$ cat config.mk
export PLATFORM = sky130hd
export DESIGN_NAME = gpx_port
export DESIGN_NICKNAME = d
export VERILOG_FILES = /design/src/rtl/gpx_pkg.sv /design/src/rtl/gpx_pin_cell.sv /design/src/rtl/gpx_ext_irq.sv /design/src/rtl/gpx_port.sv
export SDC_FILE = /design/constraint.sdc
export NUM_CORES = 1
export LEC_CHECK = 0
export BUFFER_PORTS_ARGS = -buffer_cell sky130_fd_sc_hd__buf_2
export CAP_MARGIN = 20
export CORE_MARGIN = 3
export CORE_UTILIZATION = 47
export DETAILED_ROUTE_END_ITERATION = 8
export PLACE_DENSITY = 0.77
export SYNTH_ARGS = -nofsm -noshare
export SYNTH_HDL_FRONTEND = slang
export SYNTH_SLANG_ARGS = --single-unit
$ cat constraint.sdc
create_clock -name i_clock -period 1.75 [get_ports i_clock]
set_clock_uncertainty 0.1 [all_clocks]
set_input_delay 0.175 -clock i_clock [delete_from_list [all_inputs] [get_ports i_clock]]
set_output_delay 0.175 -clock i_clock [all_outputs]
set_load 0.03 [all_outputs]
$ cat src/rtl/gpx_pkg.sv
// Shared constants and types of the general-purpose I/O port with external interrupts.
package gpx_pkg;

  localparam int unsigned ADDR_W = 4;
  localparam int unsigned DATA_W = 8;
  localparam int unsigned SENS_W = 2;
  localparam int unsigned VEC_IDX_W = 2;
  localparam int unsigned MAX_VEC = 4;

  // Register offsets on the plain register port.
  localparam logic [ADDR_W-1:0] ADDR_DATA = 4'h0;
  localparam logic [ADDR_W-1:0] ADDR_DIR = 4'h1;
  localparam logic [ADDR_W-1:0] ADDR_OPT = 4'h2;
  localparam logic [ADDR_W-1:0] ADDR_SENS = 4'h3;
  localparam logic [ADDR_W-1:0] ADDR_PEND = 4'h4;

  // Reset values.
  localparam logic [DATA_W-1:0] RST_LATCH = 8'h00;
  localparam logic [DATA_W-1:0] RST_DIR = 8'h00;
  localparam logic [DATA_W-1:0] RST_OPT = 8'h00;
  localparam logic [DATA_W-1:0] RST_SENS = 8'h00;
  localparam logic [DATA_W-1:0] READ_NONE = 8'h00;

  // The edge detector idles high, the level a disabled pin presents.
  localparam logic IDLE_LEVEL = 1'b1;

  // Default grouping of pins onto vectors, two bits per pin, pin 0 lowest.
  localparam logic [15:0] PIN_VEC_MAP_DEF = 16'h5500;

  typedef enum logic [1:0] {
    SENS_FALL = 2'b00,
    SENS_RISE = 2'b01,
    SENS_BOTH = 2'b10,
    SENS_LOW = 2'b11
  } gpx_sens_type;

endpackage

$ cat src/rtl/gpx_pin_cell.sv
// Combinational mode decode of one port pin.
`timescale 1ns/100ps
module gpx_pin_cell (
  // Configuration bits of this pin
  input wire logic i_latch,
  input wire logic i_dir,
  input wire logic i_opt,
  // Pad and alternate function
  input wire logic i_pin,
  input wire logic i_af_out_en,
  input wire logic i_af_out,
  // Results
  output logic o_out,
  output logic o_oe,
  output logic o_pullup,
  output logic o_read,
  output logic o_af_in,
  output logic o_irq_src
);

  wire logic irq_en;

  // RL5 interrupt input select
  assign irq_en = ~i_dir & i_opt & ~i_af_out_en;
  // RL15 peripheral drives pin
  assign o_out = i_af_out_en ? i_af_out : i_latch;
  // RL14 open-drain releases high
  assign o_oe = i_af_out_en | (i_dir & (i_opt | ~i_latch));
  // RL4 pull-up in input
  assign o_pullup = ~i_dir & i_opt & ~i_af_out_en;
  // RL16 alternate output readback
  assign o_read = i_af_out_en ? i_af_out : (i_dir ? i_latch : i_pin);
  // RL17 latch feeds peripheral
  // RL18 floating input passes
  assign o_af_in = i_dir ? i_latch : i_pin;
  // RL10 disabled source idles high
  assign o_irq_src = irq_en ? i_pin : gpx_pkg::IDLE_LEVEL;

endmodule // gpx_pin_cell

$ cat src/rtl/gpx_ext_irq.sv
// Edge or level detector and pending latch of one external interrupt vector.
`timescale 1ns/100ps
module gpx_ext_irq (
  // Clock and control
  input wire logic i_clock,
  input wire logic i_rst,
  input wire logic i_ce,
  // Source and setup
  input wire logic i_source,
  input wire logic [gpx_pkg::SENS_W-1:0] i_sens,
  input wire logic i_sens_change,
  input wire logic i_fetch,
  // Pending request
  output logic o_pending
);

  logic prev;
  logic hit;
  logic next_pending;
  wire logic rise;
  wire logic fall;

  assign rise = ~prev & i_source;
  assign fall = prev & ~i_source;

  // RL6 sensitivity select
  always_comb begin
    case (gpx_pkg::gpx_sens_type'(i_sens))
      gpx_pkg::SENS_FALL: hit = fall;
      gpx_pkg::SENS_RISE: hit = rise;
      gpx_pkg::SENS_BOTH: hit = rise | fall;
      gpx_pkg::SENS_LOW: hit = ~i_source;
      default: hit = 1'b0;
    endcase
  end

  // RL8 fetch clears latch
  // RL9 sensitivity change clears
  assign next_pending = hit | (o_pending & ~(i_fetch | i_sens_change));

  always_ff @(posedge i_clock) begin
    if (i_rst) begin
      prev <= gpx_pkg::IDLE_LEVEL;
      o_pending <= 1'b0;
    end else if (i_ce) begin
      prev <= i_source;
      o_pending <= next_pending;
    end
  end
endmodule // gpx_ext_irq

$ cat src/rtl/gpx_port.sv
// Eight-pin general-purpose I/O port with alternate functions and external interrupts.
// Function
// RL1 - Pin x uses bit x of each register.
// RL2 - Input mode reads back sampled pin level.
// RL3 - Input mode latch writes never drive pin.
// RL4 - Input option bit selects pull-up.
// RL5 - Input option bit enables pin interrupt.
// RL6 - Per-vector rising or falling sensitivity select.
// RL7 - Vector pins combine; one low masks others.
// RL8 - Vector fetch clears pending request.
// RL9 - Sensitivity change clears pending request.
// RL10 - Disabled interrupt pin feeds detector high.
// RL11 - Software enables interrupt via safe sequence.
// RL12 - Software disables interrupt via safe sequence.
// RL13 - Output mode drives and reads latch.
// RL14 - Output option picks push-pull or open-drain.
// RL15 - Peripheral output overrides port, stays readable.
// RL16 - Input plus peripheral output reads peripheral.
// RL17 - Output mode feeds latch to peripheral.
// RL18 - Floating input passes level to peripheral.
// RL19 - Low power keeps state; interrupt wakes. Low i_ce freezes detectors too; o_wake shows only requests pending before.
// RL20 - Software avoids bit read-modify-write on data.
// RL21 - Request needs interrupt mode and clear mask.
// RL22 - All bits reset to zero.
//
// Decided for this implementation: the register offsets and the address-and-strobe port.
`timescale 1ns/100ps
module gpx_port #(
  parameter int unsigned NUM_PINS = 8,
  parameter int unsigned NUM_VEC = 2,
  parameter logic [15:0] PIN_VEC_MAP = gpx_pkg::PIN_VEC_MAP_DEF
) (
  // Clock, reset and clock enable
  input wire logic i_clock,
  input wire logic i_rst,
  input wire logic i_ce,
  // Register port
  input wire logic [gpx_pkg::ADDR_W-1:0] i_addr,
  input wire logic [gpx_pkg::DATA_W-1:0] i_wdata,
  input wire logic i_wr,
  input wire logic i_rd,
  output logic [gpx_pkg::DATA_W-1:0] o_rdata,
  // Pads
  input wire logic [NUM_PINS-1:0] i_pin,
  output logic [NUM_PINS-1:0] o_pin_out,
  output logic [NUM_PINS-1:0] o_pin_oe,
  output logic [NUM_PINS-1:0] o_pin_pullup,
  // Alternate functions of on-chip peripherals
  input wire logic [NUM_PINS-1:0] i_af_out_en,
  input wire logic [NUM_PINS-1:0] i_af_out,
  output logic [NUM_PINS-1:0] o_af_in,
  // Interrupt controller side
  input wire logic i_cpu_imask,
  input wire logic [NUM_VEC-1:0] i_vec_fetch,
  output logic [NUM_VEC-1:0] o_irq_req,
  output logic o_wake
);

  logic [NUM_PINS-1:0] latch;
  logic [NUM_PINS-1:0] dir;
  logic [NUM_PINS-1:0] opt;
  logic [gpx_pkg::DATA_W-1:0] sens;
  logic [NUM_PINS-1:0] pin_read;
  logic [NUM_PINS-1:0] pin_src;
  logic [NUM_VEC-1:0] vec_src;
  logic [NUM_VEC-1:0] sens_change;
  logic [NUM_VEC-1:0] pending;
  logic [gpx_pkg::DATA_W-1:0] rd_value;
  logic [gpx_pkg::DATA_W-1:0] next_rdata;
  wire logic wr_data;
  wire logic wr_dir;
  wire logic wr_opt;
  wire logic wr_sens;

  function automatic logic hits(input logic [gpx_pkg::ADDR_W-1:0] addr,
                                input logic [gpx_pkg::ADDR_W-1:0] offset);
    hits = (addr == offset);
  endfunction

  assign wr_data = i_wr & hits(i_addr, gpx_pkg::ADDR_DATA);
  assign wr_dir = i_wr & hits(i_addr, gpx_pkg::ADDR_DIR);
  assign wr_opt = i_wr & hits(i_addr, gpx_pkg::ADDR_OPT);
  assign wr_sens = i_wr & hits(i_addr, gpx_pkg::ADDR_SENS);

  // RL22 zero after reset
  // RL3 latch stores in any mode
  always_ff @(posedge i_clock) begin
    if (i_rst) begin
      latch <= gpx_pkg::RST_LATCH[NUM_PINS-1:0];
      dir <= gpx_pkg::RST_DIR[NUM_PINS-1:0];
      opt <= gpx_pkg::RST_OPT[NUM_PINS-1:0];
      sens <= gpx_pkg::RST_SENS;
    end else if (i_ce) begin
      if (wr_data) begin
        latch <= i_wdata[NUM_PINS-1:0];
      end
      if (wr_dir) begin
        dir <= i_wdata[NUM_PINS-1:0];
      end
      if (wr_opt) begin
        opt <= i_wdata[NUM_PINS-1:0];
      end
      if (wr_sens) begin
        sens <= i_wdata;
      end
    end
  end

  // RL1 pin x on bit x
  genvar p;
  generate
    for (p = 0; p < NUM_PINS; p++) begin : g_pin
      gpx_pin_cell u_cell (
        .i_latch(latch[p]),
        .i_dir(dir[p]),
        .i_opt(opt[p]),
        .i_pin(i_pin[p]),
        .i_af_out_en(i_af_out_en[p]),
        .i_af_out(i_af_out[p]),
        .o_out(o_pin_out[p]),
        .o_oe(o_pin_oe[p]),
        .o_pullup(o_pin_pullup[p]),
        .o_read(pin_read[p]),
        .o_af_in(o_af_in[p]),
        .o_irq_src(pin_src[p])
      );
    end
  endgenerate

  genvar v;
  genvar q;
  generate
    for (v = 0; v < NUM_VEC; v++) begin : g_vec
      localparam int unsigned VEC_NUM = v;
      logic [NUM_PINS-1:0] member;
      for (q = 0; q < NUM_PINS; q++) begin : g_member
        assign member[q] = (PIN_VEC_MAP[q*gpx_pkg::VEC_IDX_W +: gpx_pkg::VEC_IDX_W] ==
          VEC_NUM[gpx_pkg::VEC_IDX_W-1:0]);
      end
      // RL7 wired-and of group
      assign vec_src[v] = &(pin_src | ~member);
      // A rewrite with the same value keeps any pending request.
      assign sens_change[v] = wr_sens & i_ce &
        (i_wdata[v*gpx_pkg::SENS_W +: gpx_pkg::SENS_W] !=
         sens[v*gpx_pkg::SENS_W +: gpx_pkg::SENS_W]);
      gpx_ext_irq u_irq (
        .i_clock(i_clock),
        .i_rst(i_rst),
        .i_ce(i_ce),
        .i_source(vec_src[v]),
        .i_sens(sens[v*gpx_pkg::SENS_W +: gpx_pkg::SENS_W]),
        .i_sens_change(sens_change[v]),
        .i_fetch(i_vec_fetch[v]),
        .o_pending(pending[v])
      );
    end
  endgenerate

  // RL21 global mask gates request
  assign o_irq_req = pending & {NUM_VEC{~i_cpu_imask}};
  // RL19 pending wakes low power
  assign o_wake = |pending;

  // RL2 reads pin in input
  // RL13 reads latch in output
  always_comb begin
    rd_value = gpx_pkg::READ_NONE;
    if (hits(i_addr, gpx_pkg::ADDR_DATA)) begin
      rd_value[NUM_PINS-1:0] = pin_read;
    end else if (hits(i_addr, gpx_pkg::ADDR_DIR)) begin
      rd_value[NUM_PINS-1:0] = dir;
    end else if (hits(i_addr, gpx_pkg::ADDR_OPT)) begin
      rd_value[NUM_PINS-1:0] = opt;
    end else if (hits(i_addr, gpx_pkg::ADDR_SENS)) begin
      rd_value = sens;
    end else if (hits(i_addr, gpx_pkg::ADDR_PEND)) begin
      rd_value[NUM_VEC-1:0] = pending;
    end
  end

  // Read data stand for one enabled cycle only and hold while i_ce is low, so stale values never look like a new answer.
  assign next_rdata = i_rd ? rd_value : gpx_pkg::READ_NONE;

  always_ff @(posedge i_clock) begin
    if (i_rst) begin
      o_rdata <= gpx_pkg::READ_NONE;
    end else if (i_ce) begin
      o_rdata <= next_rdata;
    end
  end
endmodule // gpx_port

==> out/metrics.cfg <==
[detailed_routing]
dr.pass1.iters = 6
ant_nets = 0
num_vias = 2787
routedWlPerCell_um = 15.6
vias_per_cell = 5.56
drcViolationCount = 0
drt_wl_total_mm = 7.81
initialDrtViolationCount = 212

[global_route]
grt_max_degree = 21
antenna_found_initial = 0
grt_usage_pct = 21.2
grt_pass1_wl_mm = 12.4
grt_pass1_vias = 2627
grt_overflow = 0

[clock_network]
clkTransAtPathRegs_ns = 0.08
cts.sinks = 44
cts_inserted_buffers = 5
clockBufferDepth = 2
clockRootBuffer = clkbuf_8
cts_hold_buffers = 0
cts_tree = done
clk_latency_ns = 0.30
h-tree-depth = 2

[critical_path]
rrSetupSlack_ns = -0.11
crit_type = reg -> reg
r2r-start = opt[3]
worstPathRequired_ns = 1.85
cp_max_fo = 3
startpoint = opt[3]
startpoint_type = flip-flop
slowest_delay_ns = 0.38
cpLargestDelayFamily = simple AND/OR/NAND/NOR gates
r2r_cells = 7
worstPathCellList = or3b_4 > o22a_1 > and2_4 > ha_4 > mux2i_1 > o21ai_1 > o2bb2ai_1
crit_buf_inv = 0
reg2reg_to = g_vec[0].u_irq.o_pending
worstSetupEndpointType = flip-flop
cp_slowest_cell = or3b_4
worstPathArrival_ns = 1.96

[logic_synthesis]
syn_nets = 389
ys_seq_elements = 44
async_flop_share_pct = 0
ys_types = 36
ys_seq_area_share_pct = 30.3
syn_area_sq_um = 2900
synth_edf_count = 0
netlist_instances = 341
synth.avg_cell_area_sq_um = 8.51
yosys_warnings = 0
ys.flop_type = dfxtp_1

[worst_hold_path]
worstHoldPathType = in -> reg
min_from = i_wdata[5]
hold_end = sens[5]
holdPathStages = 3

[sta]
fmax_ghz = 0.538
worst_pin_slew_ns = 0.562
fin_ws_ns = -0.110
finalHoldViolCount = 0
fin_crit_sh_pct = 106
slew_viol_final = 0
period_needed_ns = 1.86
grt_setup_unrepaired = true
maxSlewHeadroom_pct = 62.4
finalSetupViolCount = 2

[run_status]
violations = setup timing
status = finished with violations

[final_layout]
layout_common_cells = buf_2, buf_4, dfxtp_1
n_antenna_cell = 0
fin_cells = 501
post-route-cell-area_sq_um = 3620
final_util_pct = 63.0
layout-drive-gt1-share_pct = 40.3
final_common_cell = buf_2
area.growth.synth_to_final_pct = 24.7
final_nets = 477

[pwr]
peakVddDrop_v = 0.000361
power_mw = 2.31
powerDensity_nw_per_um2 = 639
leakage_nw = 1.64

[place]
gp_congestion = 0.885
dp.cells = 493
port_buffers = 86
place.detailed.hpwl_mm = 5.92
placed_area_sq_um = 3460

[die]
die_h_um = 84.6
dieArea_sq_um = 7160
initial_core_util_pct = 50.5
num_io_pins = 87
core_sq_um = 5740
die_x_um = 84.6
num_rows = 27

[job]
drv_cap = 0

[registers in the layout (all words and copies together) (netlist names)]
name	flops
dir	8
latch	8
o_rdata	8
opt	8
sens	8
g_vec.u_irq.o_pending	2
g_vec.u_irq.prev	2
[worst max-delay path by stage]
stage                                     to  slack (ns)  cells past startpoint
CTS                 g_vec[1].u_irq.o_pending       -0.09                      7
global placement    g_vec[0].u_irq.o_pending       -0.03                      8
global route        g_vec[0].u_irq.o_pending       -0.21                      9
floorplan           g_vec[0].u_irq.o_pending      -0.003                      7
detailed placement  g_vec[0].u_irq.o_pending       -0.09                      8
finish              g_vec[0].u_irq.o_pending       -0.11                      7
[Yosys cell counts (all sizes together), types with 2 or more instances]
cell type | n | area [sq um]
o21ai | 14 | 70.1
nor2 | 37 | 139
o41ai | 2 | 17.5
clkbuf | 10 | 37.5
nor3 | 5 | 36.3
dfxtp | 44 | 881
xnor2 | 4 | 35.0
ha | 4 | 50.1
a21oi | 24 | 120
or2 | 2 | 12.5
a211oi | 4 | 30.0
or3b | 5 | 43.8
nand2 | 10 | 37.5
a22oi | 2 | 15.0
nor3b | 5 | 37.5
nand2b | 10 | 62.6
o2bb2ai | 8 | 70.1
and4 | 2 | 17.5
a211o | 8 | 70.1
nand3 | 2 | 10.0
a22o | 2 | 17.5
o22a | 2 | 17.5
inv | 21 | 78.8
nor2b | 13 | 81.3
mux2 | 16 | 180
nor4bb | 2 | 20.0
mux2i | 34 | 340
buf | 37 | 274
a21o | 8 | 60.1
and2 | 2 | 12.5
[metrics by stage]
stage                     hold slack [ns]  setup slack (ns)  setup TNS (ns)
after global placement              0.355           -0.0324         -0.0611
after CTS                          0.0453           -0.0949          -0.181
after floorplan                     0.211          -0.00346        -0.00686
after detailed placement            0.362           -0.0900          -0.163
after global routing               0.0639            -0.214          -0.359
final                              0.0546            -0.110          -0.209
[cell families after synthesis]
kind of cell | synth area share, %
simple gates | 18.5
compound gates | 16.8
buf+inv | 13.4
mux | 17.9
flops | 30.3
xor+xnor | 1.21
fa+ha+maj | 1.72
[routing by layer]
metal  global-route usage [%]  vias up  routed length [um]
met2                     34.9      124                3720
met3                     5.00       14                 638
met4                     6.19        0                 137
met5                        0        -                   0
met1                     27.4     1323                3310
li1                         -     1326                   -
[layout make-up]
type	instances	area (sq um)
sequential	44	887
timing repair buffer	128	746
multi-input combinational	229	1690
inverter	21	78.8
fill	499	2120
tap	72	90.1
clock buffer	5	68.8
clock inverter	2	60.1
[worst reg2reg max path, stage by stage, from the launching register on]
cell and delay, ns:
dfxtp_2 0.33, or3b_4 0.38, o22a_1 0.24, and2_4 0.19, ha_4 0.25, mux2i_1 0.07
o21ai_1 0.15, o2bb2ai_1 0.07
[what timing repair did]
action,4_1_cts,5_1_grt
buffers inserted,1,0
pin swaps,8,1
cloned,0,0
gates resized for setup,5,1
endpoints found under the setup margin,2,2
[power breakdown]
part           switching [mW]  internal (mW)
combinational           0.228          0.149
sequential            0.00744           1.01
clock                   0.359          0.562
total                   0.594           1.72
Power figures use the tool's default switching activity.
